==> src/common/asc_params.svh <==
/*
 * Offsets, field layouts, reset values and timing counts of the error
 * severity and correctable status register bank.
 * Assumes 32-bit registers, one aligned word each, on a byte-addressed bus.
 */
`ifndef ASC_PARAMS_SVH
`define ASC_PARAMS_SVH

// Byte offsets of the registers.
`define ASC_OFF_UNCOR_SEV 12'h10c
`define ASC_OFF_COR_STATUS 12'h110
`define ASC_OFF_INT_STATUS 12'h130
`define ASC_OFF_INT_MASK 12'h134

// Severity field positions.
`define ASC_SEV_UNUSED_LEGACY 0
`define ASC_SEV_LINK_PROTOCOL 4
`define ASC_SEV_SURPRISE_DOWN 5
`define ASC_SEV_POISONED 12
`define ASC_SEV_FLOW_CREDIT 13
`define ASC_SEV_COMPLETION_TIMEOUT 14
`define ASC_SEV_COMPLETER_ABORT 15
`define ASC_SEV_UNEXPECTED_CPL 16
`define ASC_SEV_RECEIVER_OVERFLOW 17
`define ASC_SEV_MALFORMED 18
`define ASC_SEV_ECRC 19
`define ASC_SEV_UNSUPPORTED_REQ 20

// Correctable status field positions.
`define ASC_COR_RECEIVER_ERROR 0
`define ASC_COR_BAD_TRANSACTION_PACKET 6
`define ASC_COR_BAD_LINK_PACKET 7
`define ASC_COR_REPLAY_ROLLOVER 8
`define ASC_COR_REPLAY_TIMER 12
`define ASC_COR_ADVISORY_NONFATAL 13

// Writable bits, error types in use, and reset values.
`define ASC_SEV_WRITE_MASK 32'h001f3031
`define ASC_SEV_IMPL_MASK 32'h001f3030
`define ASC_SEV_RESET 32'h00062030
`define ASC_COR_VALID_MASK 32'h000031c1
`define ASC_COR_RESET 32'h00000000

// Interrupt status and mask layout.
`define ASC_INT_FATAL 0
`define ASC_INT_NONFATAL 1
`define ASC_INT_CORRECTABLE 2
`define ASC_INT_VALID_MASK 32'h00000007
`define ASC_INT_MASK_RESET 32'h00000000

// Bus answer latency in clock cycles after the request is complete.
`define ASC_BUS_LATENCY 1

`endif

==> src/common/asc_pkg.sv <==
/*
 * Types shared by the error severity and correctable status bank.
 * Assumes nothing of its surroundings.
 */
package asc_pkg;

	// Bus response codes.
	typedef enum logic [1:0] {
		ASC_RESP_OKAY = 2'b00,
		ASC_RESP_SLVERR = 2'b10,
		ASC_RESP_DECERR = 2'b11
	} asc_resp_e;

	// One register word.
	typedef logic [31:0] asc_word_t;

endpackage

==> src/rtl/asc_sticky_reg.sv <==
/*
 * A software-writable register with per-bit write mask and byte lanes.
 * Assumes the caller forms bit enables from byte strobes; only the
 * fundamental reset returns it to its reset value.
 */
`timescale 1ns/1ps
`default_nettype none

module asc_sticky_reg #(
	parameter int WIDTH = 32,
	parameter logic [WIDTH-1:0] WRITE_MASK = '1,
	parameter logic [WIDTH-1:0] RESET_VALUE = '0
) (
	input wire logic clock,
	input wire logic srst,
	input wire logic wrEn,
	input wire logic [WIDTH-1:0] wrData,
	input wire logic [WIDTH-1:0] wrBits,
	output logic [WIDTH-1:0] value
);

	logic [WIDTH-1:0] value_q;
	logic [WIDTH-1:0] value_d;
	logic [WIDTH-1:0] takeBits;

	// Only enabled lanes of writable bits change; the rest hold.
	assign takeBits = wrEn ? (wrBits & WRITE_MASK) : '0;
	assign value_d = (value_q & ~takeBits) | (wrData & takeBits);
	assign value = value_q;

	// The register survives every reset but the fundamental one.
	always_ff @(posedge clock) begin
		if (srst) begin
			value_q <= RESET_VALUE;
		end else begin
			value_q <= value_d;
		end
	end

endmodule

`default_nettype wire

==> src/rtl/asc_w1c_reg.sv <==
/*
 * A status register whose bits hardware sets and software clears.
 * Assumes set pulses come from logic on the same clock; a set in the
 * clearing cycle wins, so a clear never drops an event.
 */
`timescale 1ns/1ps
`default_nettype none

module asc_w1c_reg #(
	parameter int WIDTH = 32,
	parameter logic [WIDTH-1:0] VALID_MASK = '1,
	parameter logic [WIDTH-1:0] RESET_VALUE = '0,
	parameter bit CLEAR_ON_HOT = 1'b0
) (
	input wire logic clock,
	input wire logic srst,
	input wire logic hotRst,
	input wire logic [WIDTH-1:0] setBits,
	input wire logic [WIDTH-1:0] clrBits,
	output logic [WIDTH-1:0] value
);

	logic [WIDTH-1:0] value_q;
	logic [WIDTH-1:0] value_d;
	logic lostOnHot;

	// Set beats clear; reserved bits never hold a one.
	assign value_d = ((value_q & ~clrBits) | setBits) & VALID_MASK;
	assign lostOnHot = CLEAR_ON_HOT && hotRst;
	assign value = value_q;

	// Sticky flavour keeps its bits over a hot reset.
	always_ff @(posedge clock) begin
		if (srst || lostOnHot) begin
			value_q <= RESET_VALUE;
		end else begin
			value_q <= value_d;
		end
	end

endmodule

`default_nettype wire

==> src/rtl/asc_err_bank.sv <==
/*
 * Uncorrectable error severity and correctable error status registers of
 * a switch port's advanced error reporting block, with their report
 * logic, an AXI4-Lite register slave and a masked interrupt.
 * Assumes error events are one-cycle pulses from logic on the same clock,
 * and that the uncorrectable and correctable mask registers live outside
 * and are presented here as levels.
 */
`timescale 1ns/1ps
`default_nettype none
`include "asc_params.svh"

// Operation
// RL1: Unmasked implemented uncorrectable event reports fatal if severity one, else non-fatal.
// RL2: Severity applies only to unmasked events; masked events give no report.
// RL3: Severity bits 4,5,12,13,16-20 are writable sticky bits.
// RL4: Bits 4,5,13,17,18 reset to one; bits 12,16,19,20 reset to zero.
// RL5: Completion timeout severity bit 14 is read-only zero.
// RL6: Completer abort severity bit 15 is read-only zero.
// RL7: Severity bit 0 is writable sticky, resets zero, changes nothing.
// RL8: Correctable status bit 0 sets on a physical layer receiver error.
// RL9: Status bit 6 sets on a bad packet, bit 7 on a bad link packet.
// RL10: Status bit 8 sets when the replay number rolls over.
// RL11: Status bit 12 sets when the replay timer expires.
// RL12: Status bit 13 sets on an advisory non-fatal error.
// RL13: A masked uncorrectable event is neither logged nor reported.
// RL14: A masked correctable event is not reported, but its status still sets.
// RL15: Correctable status bits are sticky, reset zero, clear on writing one.
// RL16: Sticky bits survive hot resets and reset only on the fundamental reset.
module asc_err_bank #(
	parameter int ADDR_W = 12
) (
	input wire logic clock,
	input wire logic srst,
	input wire logic hotRst,
	// Register bus.
	input wire logic [ADDR_W-1:0] awaddr,
	input wire logic awvalid,
	output logic awready,
	input wire logic [31:0] wdata,
	input wire logic [3:0] wstrb,
	input wire logic wvalid,
	output logic wready,
	output logic [1:0] bresp,
	output logic bvalid,
	input wire logic bready,
	input wire logic [ADDR_W-1:0] araddr,
	input wire logic arvalid,
	output logic arready,
	output logic [31:0] rdata,
	output logic [1:0] rresp,
	output logic rvalid,
	input wire logic rready,
	// Uncorrectable events and the mask that gates them.
	input wire logic [31:0] uncorEvent,
	input wire logic [31:0] uncorMask,
	// Correctable events and the mask that gates their reports.
	input wire logic receiverError,
	input wire logic badTransactionPacket,
	input wire logic badLinkPacket,
	input wire logic replayNumberRollover,
	input wire logic replayTimerExpired,
	input wire logic advisoryNonfatalError,
	input wire logic [31:0] corMask,
	// Reports toward the root complex and the uncorrectable status log.
	output logic fatalReport,
	output logic nonFatalReport,
	output logic corReport,
	output logic [31:0] uncorLog,
	output logic irq
);

	// Refuse address widths too narrow to reach the top register or wider than the bus.
	if (ADDR_W < 9 || ADDR_W > 32) begin : g_badAddrW
		$error("asc_err_bank: ADDR_W must lie between 9 and 32.");
	end

	// Write channel state.
	logic awRdy_q;
	logic awHave_q;
	logic [ADDR_W-1:0] awAddr_q;
	logic wRdy_q;
	logic wHave_q;
	logic [31:0] wData_q;
	logic [3:0] wStrb_q;
	logic bValid_q;
	logic [1:0] bResp_q;

	// Read channel state.
	logic arRdy_q;
	logic rValid_q;
	logic [31:0] rData_q;
	logic [1:0] rResp_q;

	// Report outputs.
	logic fatal_q;
	logic nonFatal_q;
	logic cor_q;
	logic [31:0] uncorLog_q;
	logic irq_q;
	logic [31:0] intMask_q;

	// Register contents.
	logic [31:0] sevValue;
	logic [31:0] corValue;
	logic [31:0] intValue;

	// Handshake terms on each channel.
	wire awTake = awvalid && awRdy_q;
	wire wTake = wvalid && wRdy_q;
	wire bDone = bValid_q && bready;
	wire arTake = arvalid && arRdy_q;
	wire rDone = rValid_q && rready;

	// A write is carried out once address and data are both held and no answer waits.
	wire doWrite = awHave_q && wHave_q && !bValid_q;

	// Write address decode on the latched word address.
	wire [ADDR_W-1:0] wWord = {awAddr_q[ADDR_W-1:2], 2'b00};
	wire wrSev = doWrite && (wWord == ADDR_W'(`ASC_OFF_UNCOR_SEV));
	wire wrCor = doWrite && (wWord == ADDR_W'(`ASC_OFF_COR_STATUS));
	wire wrInt = doWrite && (wWord == ADDR_W'(`ASC_OFF_INT_STATUS));
	wire wrMask = doWrite && (wWord == ADDR_W'(`ASC_OFF_INT_MASK));
	wire wrHit = wrSev || wrCor || wrInt || wrMask;

	// Byte strobes widened to bit enables.
	wire [31:0] wrBits = {{8{wStrb_q[3]}}, {8{wStrb_q[2]}}, {8{wStrb_q[1]}}, {8{wStrb_q[0]}}};

	// Read address decode on the incoming address.
	wire [ADDR_W-1:0] rWord = {araddr[ADDR_W-1:2], 2'b00};
	wire rdSev = (rWord == ADDR_W'(`ASC_OFF_UNCOR_SEV));
	wire rdCor = (rWord == ADDR_W'(`ASC_OFF_COR_STATUS));
	wire rdInt = (rWord == ADDR_W'(`ASC_OFF_INT_STATUS));
	wire rdMask = (rWord == ADDR_W'(`ASC_OFF_INT_MASK));
	wire rdHit = rdSev || rdCor || rdInt || rdMask;

	// Read data selection; unmapped words read zero.
	wire [31:0] rdMux = rdSev ? sevValue :
		rdCor ? corValue :
		rdInt ? intValue :
		rdMask ? intMask_q : 32'h00000000;
	wire [1:0] rdResp = rdHit ? asc_pkg::ASC_RESP_OKAY : asc_pkg::ASC_RESP_DECERR;
	wire [1:0] wrResp = wrHit ? asc_pkg::ASC_RESP_OKAY : asc_pkg::ASC_RESP_DECERR;

	// Severity register; fixed zeros at 14 and 15 come from the write mask.
	asc_sticky_reg #(
		.WIDTH(32),
		.WRITE_MASK(`ASC_SEV_WRITE_MASK), // see RL3 see RL5 see RL6 see RL7
		.RESET_VALUE(`ASC_SEV_RESET) // see RL4
	) sevReg (
		.clock(clock),
		.srst(srst), // see RL16
		.wrEn(wrSev),
		.wrData(wData_q),
		.wrBits(wrBits),
		.value(sevValue)
	);

	// Correctable events gathered at their status positions.
	logic [31:0] corSet;
	always_comb begin
		corSet = 32'h00000000;
		corSet[`ASC_COR_RECEIVER_ERROR] = receiverError; // see RL8
		corSet[`ASC_COR_BAD_TRANSACTION_PACKET] = badTransactionPacket; // see RL9
		corSet[`ASC_COR_BAD_LINK_PACKET] = badLinkPacket; // see RL9
		corSet[`ASC_COR_REPLAY_ROLLOVER] = replayNumberRollover; // see RL10
		corSet[`ASC_COR_REPLAY_TIMER] = replayTimerExpired; // see RL11
		corSet[`ASC_COR_ADVISORY_NONFATAL] = advisoryNonfatalError; // see RL12
	end

	// A write of one clears a status bit; lanes not strobed are left alone.
	wire [31:0] corClr = wrCor ? (wData_q & wrBits) : 32'h00000000; // see RL15

	// Correctable status register, sticky across hot resets.
	asc_w1c_reg #(
		.WIDTH(32),
		.VALID_MASK(`ASC_COR_VALID_MASK),
		.RESET_VALUE(`ASC_COR_RESET),
		.CLEAR_ON_HOT(1'b0) // see RL16
	) corReg (
		.clock(clock),
		.srst(srst),
		.hotRst(hotRst),
		.setBits(corSet), // see RL14
		.clrBits(corClr), // see RL15
		.value(corValue)
	);

	// Uncorrectable events pass only when implemented and unmasked.
	wire [31:0] uncorLive = uncorEvent & ~uncorMask & `ASC_SEV_IMPL_MASK; // see RL2 see RL13
	wire fatalD = |(uncorLive & sevValue); // see RL1
	wire nonFatalD = |(uncorLive & ~sevValue); // see RL1
	wire corD = |(corSet & ~corMask & `ASC_COR_VALID_MASK); // see RL14

	// Interrupt events in status layout.
	logic [31:0] intSet;
	always_comb begin
		intSet = 32'h00000000;
		intSet[`ASC_INT_FATAL] = fatalD;
		intSet[`ASC_INT_NONFATAL] = nonFatalD;
		intSet[`ASC_INT_CORRECTABLE] = corD;
	end

	// Reading the interrupt status clears it; a same-cycle event survives.
	wire [31:0] intClr = (arTake && rdInt) ? 32'hffffffff : 32'h00000000;

	// Interrupt status, cleared by any reset.
	asc_w1c_reg #(
		.WIDTH(32),
		.VALID_MASK(`ASC_INT_VALID_MASK),
		.RESET_VALUE(32'h00000000),
		.CLEAR_ON_HOT(1'b1)
	) intReg (
		.clock(clock),
		.srst(srst),
		.hotRst(hotRst),
		.setBits(intSet),
		.clrBits(intClr),
		.value(intValue)
	);

	// Next value of the interrupt mask under byte strobes.
	wire [31:0] maskTake = wrMask ? (wrBits & `ASC_INT_VALID_MASK) : 32'h00000000;
	wire [31:0] intMask_d = (intMask_q & ~maskTake) | (wData_q & maskTake);

	// Interrupt mask register.
	always_ff @(posedge clock) begin
		if (srst || hotRst) begin
			intMask_q <= `ASC_INT_MASK_RESET;
		end else begin
			intMask_q <= intMask_d;
		end
	end

	// Report pulses and the status log strobe.
	always_ff @(posedge clock) begin
		if (srst || hotRst) begin
			fatal_q <= 1'b0;
			nonFatal_q <= 1'b0;
			cor_q <= 1'b0;
			uncorLog_q <= 32'h00000000;
		end else begin
			fatal_q <= fatalD; // see RL1
			nonFatal_q <= nonFatalD; // see RL1
			cor_q <= corD; // see RL14
			uncorLog_q <= uncorLive; // see RL13
		end
	end

	// Interrupt level, one cycle behind the status and mask registers.
	always_ff @(posedge clock) begin
		if (srst || hotRst) begin
			irq_q <= 1'b0;
		end else begin
			irq_q <= |(intValue & intMask_q);
		end
	end

	// Write address channel: take once, reopen after the response.
	always_ff @(posedge clock) begin
		if (srst || hotRst) begin
			awRdy_q <= 1'b1;
			awHave_q <= 1'b0;
			awAddr_q <= '0;
		end else if (awTake) begin
			awRdy_q <= 1'b0;
			awHave_q <= 1'b1;
			awAddr_q <= awaddr;
		end else if (doWrite) begin
			awHave_q <= 1'b0;
		end else if (bDone) begin
			awRdy_q <= 1'b1;
		end
	end

	// Write data channel: take once, reopen after the response.
	always_ff @(posedge clock) begin
		if (srst || hotRst) begin
			wRdy_q <= 1'b1;
			wHave_q <= 1'b0;
			wData_q <= 32'h00000000;
			wStrb_q <= 4'h0;
		end else if (wTake) begin
			wRdy_q <= 1'b0;
			wHave_q <= 1'b1;
			wData_q <= wdata;
			wStrb_q <= wstrb;
		end else if (doWrite) begin
			wHave_q <= 1'b0;
		end else if (bDone) begin
			wRdy_q <= 1'b1;
		end
	end

	// Write response, raised in the cycle after the write is done.
	always_ff @(posedge clock) begin
		if (srst || hotRst) begin
			bValid_q <= 1'b0;
			bResp_q <= asc_pkg::ASC_RESP_OKAY;
		end else if (doWrite) begin
			bValid_q <= 1'b1;
			bResp_q <= wrResp;
		end else if (bDone) begin
			bValid_q <= 1'b0;
		end
	end

	// Read channel: data and response captured when the address is taken.
	always_ff @(posedge clock) begin
		if (srst || hotRst) begin
			arRdy_q <= 1'b1;
			rValid_q <= 1'b0;
			rData_q <= 32'h00000000;
			rResp_q <= asc_pkg::ASC_RESP_OKAY;
		end else if (arTake) begin
			arRdy_q <= 1'b0;
			rValid_q <= 1'b1;
			rData_q <= rdMux;
			rResp_q <= rdResp;
		end else if (rDone) begin
			arRdy_q <= 1'b1;
			rValid_q <= 1'b0;
		end
	end

	// Write channel outputs, each straight from its flip-flop.
	assign awready = awRdy_q;
	assign wready = wRdy_q;
	assign bvalid = bValid_q;
	assign bresp = bResp_q;

	// Read channel outputs, each straight from its flip-flop.
	assign arready = arRdy_q;
	assign rvalid = rValid_q;
	assign rdata = rData_q;
	assign rresp = rResp_q;

	// Report and interrupt outputs, each straight from its flip-flop.
	assign fatalReport = fatal_q;
	assign nonFatalReport = nonFatal_q;
	assign corReport = cor_q;
	assign uncorLog = uncorLog_q;
	assign irq = irq_q;

endmodule

`default_nettype wire

==> config.mk <==
export PLATFORM = sky130hd
export DESIGN_NAME = asc_err_bank
export DESIGN_NICKNAME = d
export VERILOG_FILES = /design/src/common/asc_pkg.sv /design/src/rtl/asc_sticky_reg.sv /design/src/rtl/asc_w1c_reg.sv /design/src/rtl/asc_err_bank.sv
export VERILOG_INCLUDE_DIRS = /design/src /design/src/common
export SDC_FILE = /design/constraint.sdc
export NUM_CORES = 1
export LEC_CHECK = 0
export BUFFER_PORTS_ARGS = -buffer_cell sky130_fd_sc_hd__buf_2
export CELL_PAD_IN_SITES_DETAIL_PLACEMENT = 1
export CELL_PAD_IN_SITES_GLOBAL_PLACEMENT = 2
export CORE_MARGIN = 2
export CORE_UTILIZATION = 23
export CTS_BUF_LIST = sky130_fd_sc_hd__clkbuf_8
export DETAILED_ROUTE_END_ITERATION = 12
export PLACE_DENSITY = 0.94
export SLEW_MARGIN = 10
export SYNTH_ARGS = -nofsm -noshare
export SYNTH_HDL_FRONTEND = slang
export SYNTH_SLANG_ARGS = --single-unit
==> constraint.sdc <==
create_clock -name clock -period 1.6 [get_ports clock]
set_input_delay 0 -clock clock [delete_from_list [all_inputs] [get_ports clock]]
set_output_delay 0 -clock clock [all_outputs]
set_load 0.02 [all_outputs]
=== Word-level counts from Yosys, hierarchy flattened ===
Index checks and enable logic that the tools add are counted.

* Bits in registers: 199
* Output and inout port bits: 77

* Equal/unequal tests: 10
* Mux-type cells: 23
* Bitwise gates (word level): 23
* Reduce and logical (&&, ||, !) cells: 32

{| class="wikitable"
|+ Operators with widths
! operator !! count
|-
| 2-to-1 mux 32 bit || 4
|-
| OR reduction 32 bit || 3
|-
| == test 10 x 7 -> 1 bit (second input constant) || 8
|-
| bitwise AND 21 x 32 -> 32 bit || 2
|-
| bitwise AND 32 bit || 2
|-
| NOT 32 bit || 2
|-
| bitwise OR 32 bit || 2
|-
| bitwise AND 14 bit || 3
|-
| bitwise AND 3 x 32 -> 32 bit || 1
|-
| bitwise AND 32 x 21 -> 32 bit || 1
|-
| bitwise AND 32 x 3 -> 32 bit || 1
|-
| NOT 3 -> 32 bit || 1
|-
| NOT 14 bit || 2
|-
| bitwise AND 21 bit || 1
|-
| 2-to-1 mux 21 bit || 1
|-
| NOT 21 bit || 1
|-
| 2-to-1 mux 14 bit || 1
|-
| bitwise OR 14 bit || 1
|-
| 2-to-1 mux 1 bit || 13
|-
| logical AND 1 bit || 12
|-
| nonzero test 2 bit || 6
|-
| logical OR 1 bit || 7
|-
| 2-to-1 mux 3 bit || 2
|-
| OR reduction 6 bit || 1
|-
| 7 further kinds || 10
|}

=== Logic depth before layout (Yosys ltp) ===
Gate-level depths: netlist of the first run.

* Word-level depth: 7
* Mapped depth: 6

=== Hierarchy ===
Synthesis of the first run repeated with hierarchy kept, for this count alone.

* Cell total of the unflattened synthesis: 763
* Area, all modules: 6209.7 um^2

{| class="wikitable"
|+ Modules (own cells, without submodules)
! module !! instances !! cells each !! area an instance (um^2)
|-
| asc_err_bank || 1 || 608 || 4835.9
|-
| asc_sticky_reg || 1 || 61 || 573.0
|-
| asc_w1c_reg at corReg || 1 || 51 || 454.2
|-
| asc_w1c_reg at intReg || 1 || 43 || 346.6
|}

=== Least setup slack after synthesis of the first run ===
No wires, ideal clock.

* Kind: flip-flop to flip-flop
* From: reg bValid_q (netlist: bvalid)
* To: reg with a tool-made name
* Data arrival time: 1.378 ns
* Required time: 1.480 ns
* Path slack: 0.103 ns
* Stages on the path, launching flop included: 5
* Path buffers: 1
* Path through: dfxtp_1 -> and3b_1 -> clkbuf_1 -> nand4_2 -> a211o_1

{| class="wikitable"
|+ RTL lines
! element !! line !! RTL
|-
| from (decl) || asc_err_bank.sv:86 || <nowiki>logic bValid_q;</nowiki>
|-
| from (signal assigned) || asc_err_bank.sv:298 || <nowiki>bValid_q <= 1'b0;</nowiki>
|-
| from (signal assigned) || asc_err_bank.sv:301 || <nowiki>bValid_q <= 1'b1;</nowiki>
|-
| from (signal assigned) || asc_err_bank.sv:304 || <nowiki>bValid_q <= 1'b0;</nowiki>
|}

==> flow_metrics.env, run 1 <==
export IMPL_io_buffers=112
export IMPL_setup_ws_ns=0.0748
export IMPL_ys_flop_type="dfxtp_1"
export IMPL_syn_cell_area_sq_um=3760
export IMPL_hold_slack_ns=0.0249
export IMPL_hold_viol=0
export IMPL_outcome="finished clean"
export IMPL_worstPathArrival_ns=1.79
export IMPL_yosys_top_cells_count="dfxtp_1 (87), nand2_1 (64), buf_4 (42), a21oi_1 (39), nor2_1 (39)"
export IMPL_p_sw_frac=0.261
export IMPL_routabilityCongestion=0.747
export IMPL_grt_pass1_vias=3667
export IMPL_grt_pass1_wl_um=19400
export IMPL_root_buffer="clkbuf_8"
export IMPL_core_area_sq_um=15900
export IMPL_ys_seq_area_frac=0.463
export IMPL_synth_edff_count=0
export IMPL_pin_count=247
export IMPL_synth_cell_types=48
export IMPL_grt_ovfl_total=0
export IMPL_crit_path_start_kind="flip-flop"
export IMPL_critPathRequiredTime_ns=1.86
export IMPL_wl_per_cell_um=14.4
export IMPL_cts_max_level=3
export IMPL_dieArea_sq_um=17400
export IMPL_slew_violations=0
export IMPL_yosysTopAreaCell="dfxtp_1"
export IMPL_synth_most_common_cell="dfxtp_1"
export IMPL_tritoncts="done"
export IMPL_dp_cells=755
export IMPL_drive_above_1_share=0.252
export IMPL_place_ws_ns=0.0414
export IMPL_post_route_min_period_ns=1.53
export IMPL_crit_fanout=7
export IMPL_grt_max_degree=44
export IMPL_die_y_um=132
export IMPL_seqPwrFrac=0.498
export IMPL_setup_viol=0
export IMPL_ir_drop_v=0.000428
export IMPL_wl_um=11900
export IMPL_rsz0062_at_grt="true"
export IMPL_synth_area_leaders="dfxtp_1 (46%), buf_4 (8.4%), nand2_1 (6.4%)"
export IMPL_antenna_left=0
export IMPL_hp_class="input pin to flip-flop"
export IMPL_die_w_um=132
export IMPL_synthCells=430
export IMPL_leakage_uw=0.00230
export IMPL_n_fill_cell=1926
export IMPL_vias=3567
export IMPL_clk_latency_ns=0.37
export IMPL_final_net_count=778
export IMPL_worst_clock_skew_ns=0.0137
export IMPL_clockBufferDepth=2
export IMPL_rows=46
export IMPL_pwr_share_clk=0.370
export IMPL_post_route_period_util=0.953
export IMPL_drv_cap=0
export IMPL_p_sw_uw=1190
export IMPL_internal_power_uw=3350
export IMPL_antenna_found_initial=0
export IMPL_seq_area_sq_um=1740
export IMPL_synth_area_per_cell_sq_um=8.75
export IMPL_fin_cells=828
export IMPL_drt_pass1_iter_count=4
export IMPL_yosys_warnings=0
export IMPL_floorplan_initialDensity=0.236
export IMPL_drt_iter0_markers=144
export IMPL_drc=0
export IMPL_p_comb_frac=0.132
export IMPL_vias_per_cell=4.31
export IMPL_grt_total_usage=0.141
export IMPL_numCtsBuffers=9
export IMPL_clock_fmax_ghz=0.656
export IMPL_hpwl_um=8750
export IMPL_synth_top_cell_area_share=0.463
export IMPL_endpoint_kind="flip-flop"
export IMPL_critical_path_class="flip-flop to flip-flop"
export IMPL_async_flop_share=0
export IMPL_powerDensity_nw_per_um2=860
export IMPL_ys_ff_latch=87
export IMPL_clk_pin_slew_ns=0.08
export IMPL_cts_sinks=87
export IMPL_ff2ff_setup_slack_ns=0.07
export IMPL_multi_input_area_sq_um=1700
export IMPL_syn_to_final_growth_pct=40.2
export IMPL_diodes=0
==> final timing paths <==
check	start	cells past startpoint	endpoint
setup / recovery	awAddr_q[9]	3	flip-flop
hold / removal	arvalid	3	arready
setup reg to reg	awAddr_q[9]	3	flip-flop
hold reg to reg	wData_q[6]	1	corReg.value[6]
==> critical path, cell delays in order (launching register included) <==
cell	delay, ns
dfxtp_1	0.34
nor4b_4	0.40
nand4_2	0.32
a211o_1	0.36
==> repair_timing <==
item | in CTS | in global routing
buffers inserted | 0 | 0
resized for setup | 0 | 1
setup endpoints to repair | 0 | 3
hold buffers | 58 | 0
hold endpoints to repair | 50 | 0
==> placed cells by master (no fill, tap or decap), types with 6 or more instances in the layout <==
master           n
a21oi_1         39
a22oi_1          7
a311oi_1         6
buf_2          112
buf_4           17
clkbuf_8         9
conb_1          40
dfxtp_1         87
dlygate4sd3_1   58
inv_1           18
mux2i_1          8
nand2_1         64
nand3b_1         9
nor2_1          39
nor3b_1         21
o21ai_0         11
==> final cells by class <==
type	count	area share
inverters	17	0.0121
well taps	216	0.0512
multi-input cells	305	0.322
clock inverters	6	0.0166
repair buffers	188	0.244
flip-flops and latches	87	0.330
clock buffers	9	0.0235
==> kinds of logic (layout without fill, tap and decap cells) <==
family	count (synthesis)	in the layout	synth area share
mux	9	9	0.0243
compound gates	87	87	0.148
buf+inv	77	220	0.124
other cells	1	40	0.000997
simple gates	169	169	0.239
flops	87	87	0.463
==> metal layers <==
layer  vias to the layer above  part of all wire  track usage
met1                      1688              0.45        0.169
met2                        97              0.49        0.244
met4                         0             0.016       0.0386
met3                        16             0.046       0.0423
li1                       1766                 -            -
met5                         -                 0            0
==> metrics by stage <==
stage | power [uW] | instance area [sq um] | setup TNS [ns] | util
after floorplan | 2670 | 3910 | 0 | -
after CTS | 4600 | 5270 | 0 | 0.331
final | 4540 | 5270 | 0 | 0.331
after global routing | 4770 | 5270 | -0.00695 | 0.331
after global placement | 2800 | 4480 | 0 | 0.281
after detailed placement | 2810 | 4480 | 0 | 0.281
==> power by group through the flow <==
stage / clock (uW) / combinational, uW / sequential (uW)
after global placement: 0 / 488 / 2310
after CTS: 1750 / 597 / 2260
after global routing: 1840 / 660 / 2270
after floorplan: 0 / 349 / 2320
final: 1680 / 599 / 2260
after detailed placement: 0 / 495 / 2310
No activity file was read; power rests on OpenSTA's default activity.
==> run 2, diff against run 1 <==
- REMOVE_ABC_BUFFERS: not set -> 1
==> run 2 against run 1 <==
Net effect: sequential cell count unchanged; cell count fell by 0.12%; maximum frequency up 4.4%; core utilization down 0.26 points; register-to-register slack better by 0.06 ns; sequential share of layout area rose by 0.26 points; critical path type unchanged.
==> flow_metrics.env, run 2 (synthesis gave the netlist of run 1 again) <==
export IMPL_outcome="finished clean"
export IMPL_antenna_left=0
export IMPL_drive_above_1_share=0.252
export IMPL_syn_to_final_growth_pct=39.1
export IMPL_routabilityCongestion=0.751
export IMPL_setup_viol=0
export IMPL_final_net_count=775
export IMPL_die_w_um=132
export IMPL_floorplan_initialDensity=0.236
export IMPL_vias=3587
export IMPL_post_route_min_period_ns=1.46
export IMPL_powerDensity_nw_per_um2=853
export IMPL_hpwl_um=8810
export IMPL_endpoint_kind="flip-flop"
export IMPL_drt_iter0_markers=84
export IMPL_critPathMostFrequentCell="buf_4"
export IMPL_fin_cells=827
export IMPL_leakage_uw=0.00227
export IMPL_setup_worst_path_start="awAddr_q[9]"
export IMPL_grt_pass1_wl_um=19300
export IMPL_critical_path_top_delay_family="buffers and inverters"
export IMPL_max_stage_delay_ns=0.34
export IMPL_antenna_found_initial=1
export IMPL_cts_sinks=87
export IMPL_whs_endpoint="rdata[2]"
export IMPL_grt_total_usage=0.140
export IMPL_reg2reg_from="awAddr_q[9]"
export IMPL_vias_per_cell=4.34
export IMPL_drt_pass1_iter_count=4
export IMPL_tritoncts="done"
export IMPL_tns_ns=0
export IMPL_grt_pass1_vias=3675
export IMPL_io_buffers=112
export IMPL_clockBufferDepth=2
export IMPL_final_common_cell="buf_2"
export IMPL_crit_path_start_kind="flip-flop"
export IMPL_clk_pin_slew_ns=0.09
export IMPL_final_cell_mix="buf_2 (112), dfxtp_1 (87), nand2_1 (64), dlygate4sd3_1 (57), conb_1 (40)"
export IMPL_rows=46
export IMPL_critical_path_class="flip-flop to flip-flop"
export IMPL_die_y_um=132
export IMPL_slew_violations=0
export IMPL_numCtsBuffers=9
export IMPL_crit_fanout=7
export IMPL_ff2ff_setup_slack_ns=0.14
export IMPL_hp_class="input pin to flip-flop"
export IMPL_critPathRequiredTime_ns=1.86
export IMPL_worst_path_buf_inv=2
export IMPL_root_buffer="clkbuf_8"
export IMPL_pin_count=247
export IMPL_hold_slack_ns=0.0215
export IMPL_worst_clock_skew_ns=0.0156
export IMPL_drv_cap=0
export IMPL_wl_um=12000
export IMPL_hold_viol=0
export IMPL_drc=0
export IMPL_final_core_util=0.328
export IMPL_ctsResizeCount=0
export IMPL_power_uw=4470
export IMPL_core_area_sq_um=15900
export IMPL_post_route_period_util=0.913
export IMPL_cp_slowest_cell="dfxtp_1"
export IMPL_cts_max_level=3
export IMPL_clk_latency_ns=0.37
export IMPL_worstPathCellList="nor4b_4, buf_4, nand4_2, buf_4, a211o_1"
export IMPL_holdPathStages=4
export IMPL_wl_per_cell_um=14.5
export IMPL_grt_ovfl_total=0
export IMPL_ir_drop_v=0.000330
export IMPL_clock_fmax_ghz=0.685
export IMPL_min_from="araddr[11]"
export IMPL_rr_worst_depth=5
export IMPL_dp_cells=752
export IMPL_grt_max_degree=32
export IMPL_worstPathArrival_ns=1.72
export IMPL_dieArea_sq_um=17400
export IMPL_rsz0062_at_grt="false"
==> run 2: changes by cell type in the layout (fill, tap and decap cells not counted), sizes merged <==
cell / delta
buf: -2
bufinv: -1
clkbuf: +1
clkinv: +1
diode: +1
dlygate4sd3: -1
==> run 2: how the worst max path moves through the flow <==
stage | endpoint | cells past startpoint
final | flip-flop | 5
after global routing | flip-flop | 4
after CTS | flip-flop | 4
after detailed placement | flip-flop | 4
after global placement | flip-flop | 4
after floorplan | rdata[12] | 4
==> run 2: stage by stage <==
| stage | cell area, sq um | worst slack, ns |
|---|---|---|
| floorplan | 3500 | 0.183 |
| global placement | 4450 | 0.106 |
| detailed placement | 4450 | 0.0845 |
| CTS | 5220 | 0.0618 |
| global route | 5230 | 0.0480 |
| finish | 5230 | 0.139 |
==> run 2: report_power, final <==
group          internal [uW]  leakage [uW]  switching (uW)
registers               2220      0.000709            36.7
logic                    256       0.00147             337
clock network            769     0.0000989             843
==> run 2: tightest hold or removal path, stage by stage <==
cell and delay, ns:
buf_2 0.10, nor4b_2 0.07, nand4_1 0.10, o21ai_0 0.07
==> run 2: metal layers <==
layer,vias to the layer above,share of wire,GRT usage
li1,1763,-,-
met1,1684,0.44,0.167
met2,120,0.48,0.242
met3,20,0.054,0.0431
met4,0,0.019,0.0441
met5,-,0,0
==> run 2: area by class of cell <==
| type | instances | area [sq um] |
|---|---|---|
| clock buffers | 10 | 138 |
| diodes | 1 | 2.50 |
| well taps | 216 | 270 |
| clock inverters | 6 | 67.6 |
| fillers | 1924 | 10700 |
| repair buffers | 185 | 1250 |
| flip-flops and latches | 87 | 1740 |
| multi-input cells | 305 | 1700 |
| inverters | 17 | 63.8 |
==> run 2: repair_timing <==
item                                   CTS  global route
setup endpoints to repair                0             7
buffers inserted                         0             1
hold buffers                            57             0
endpoints found under the hold margin   50             0
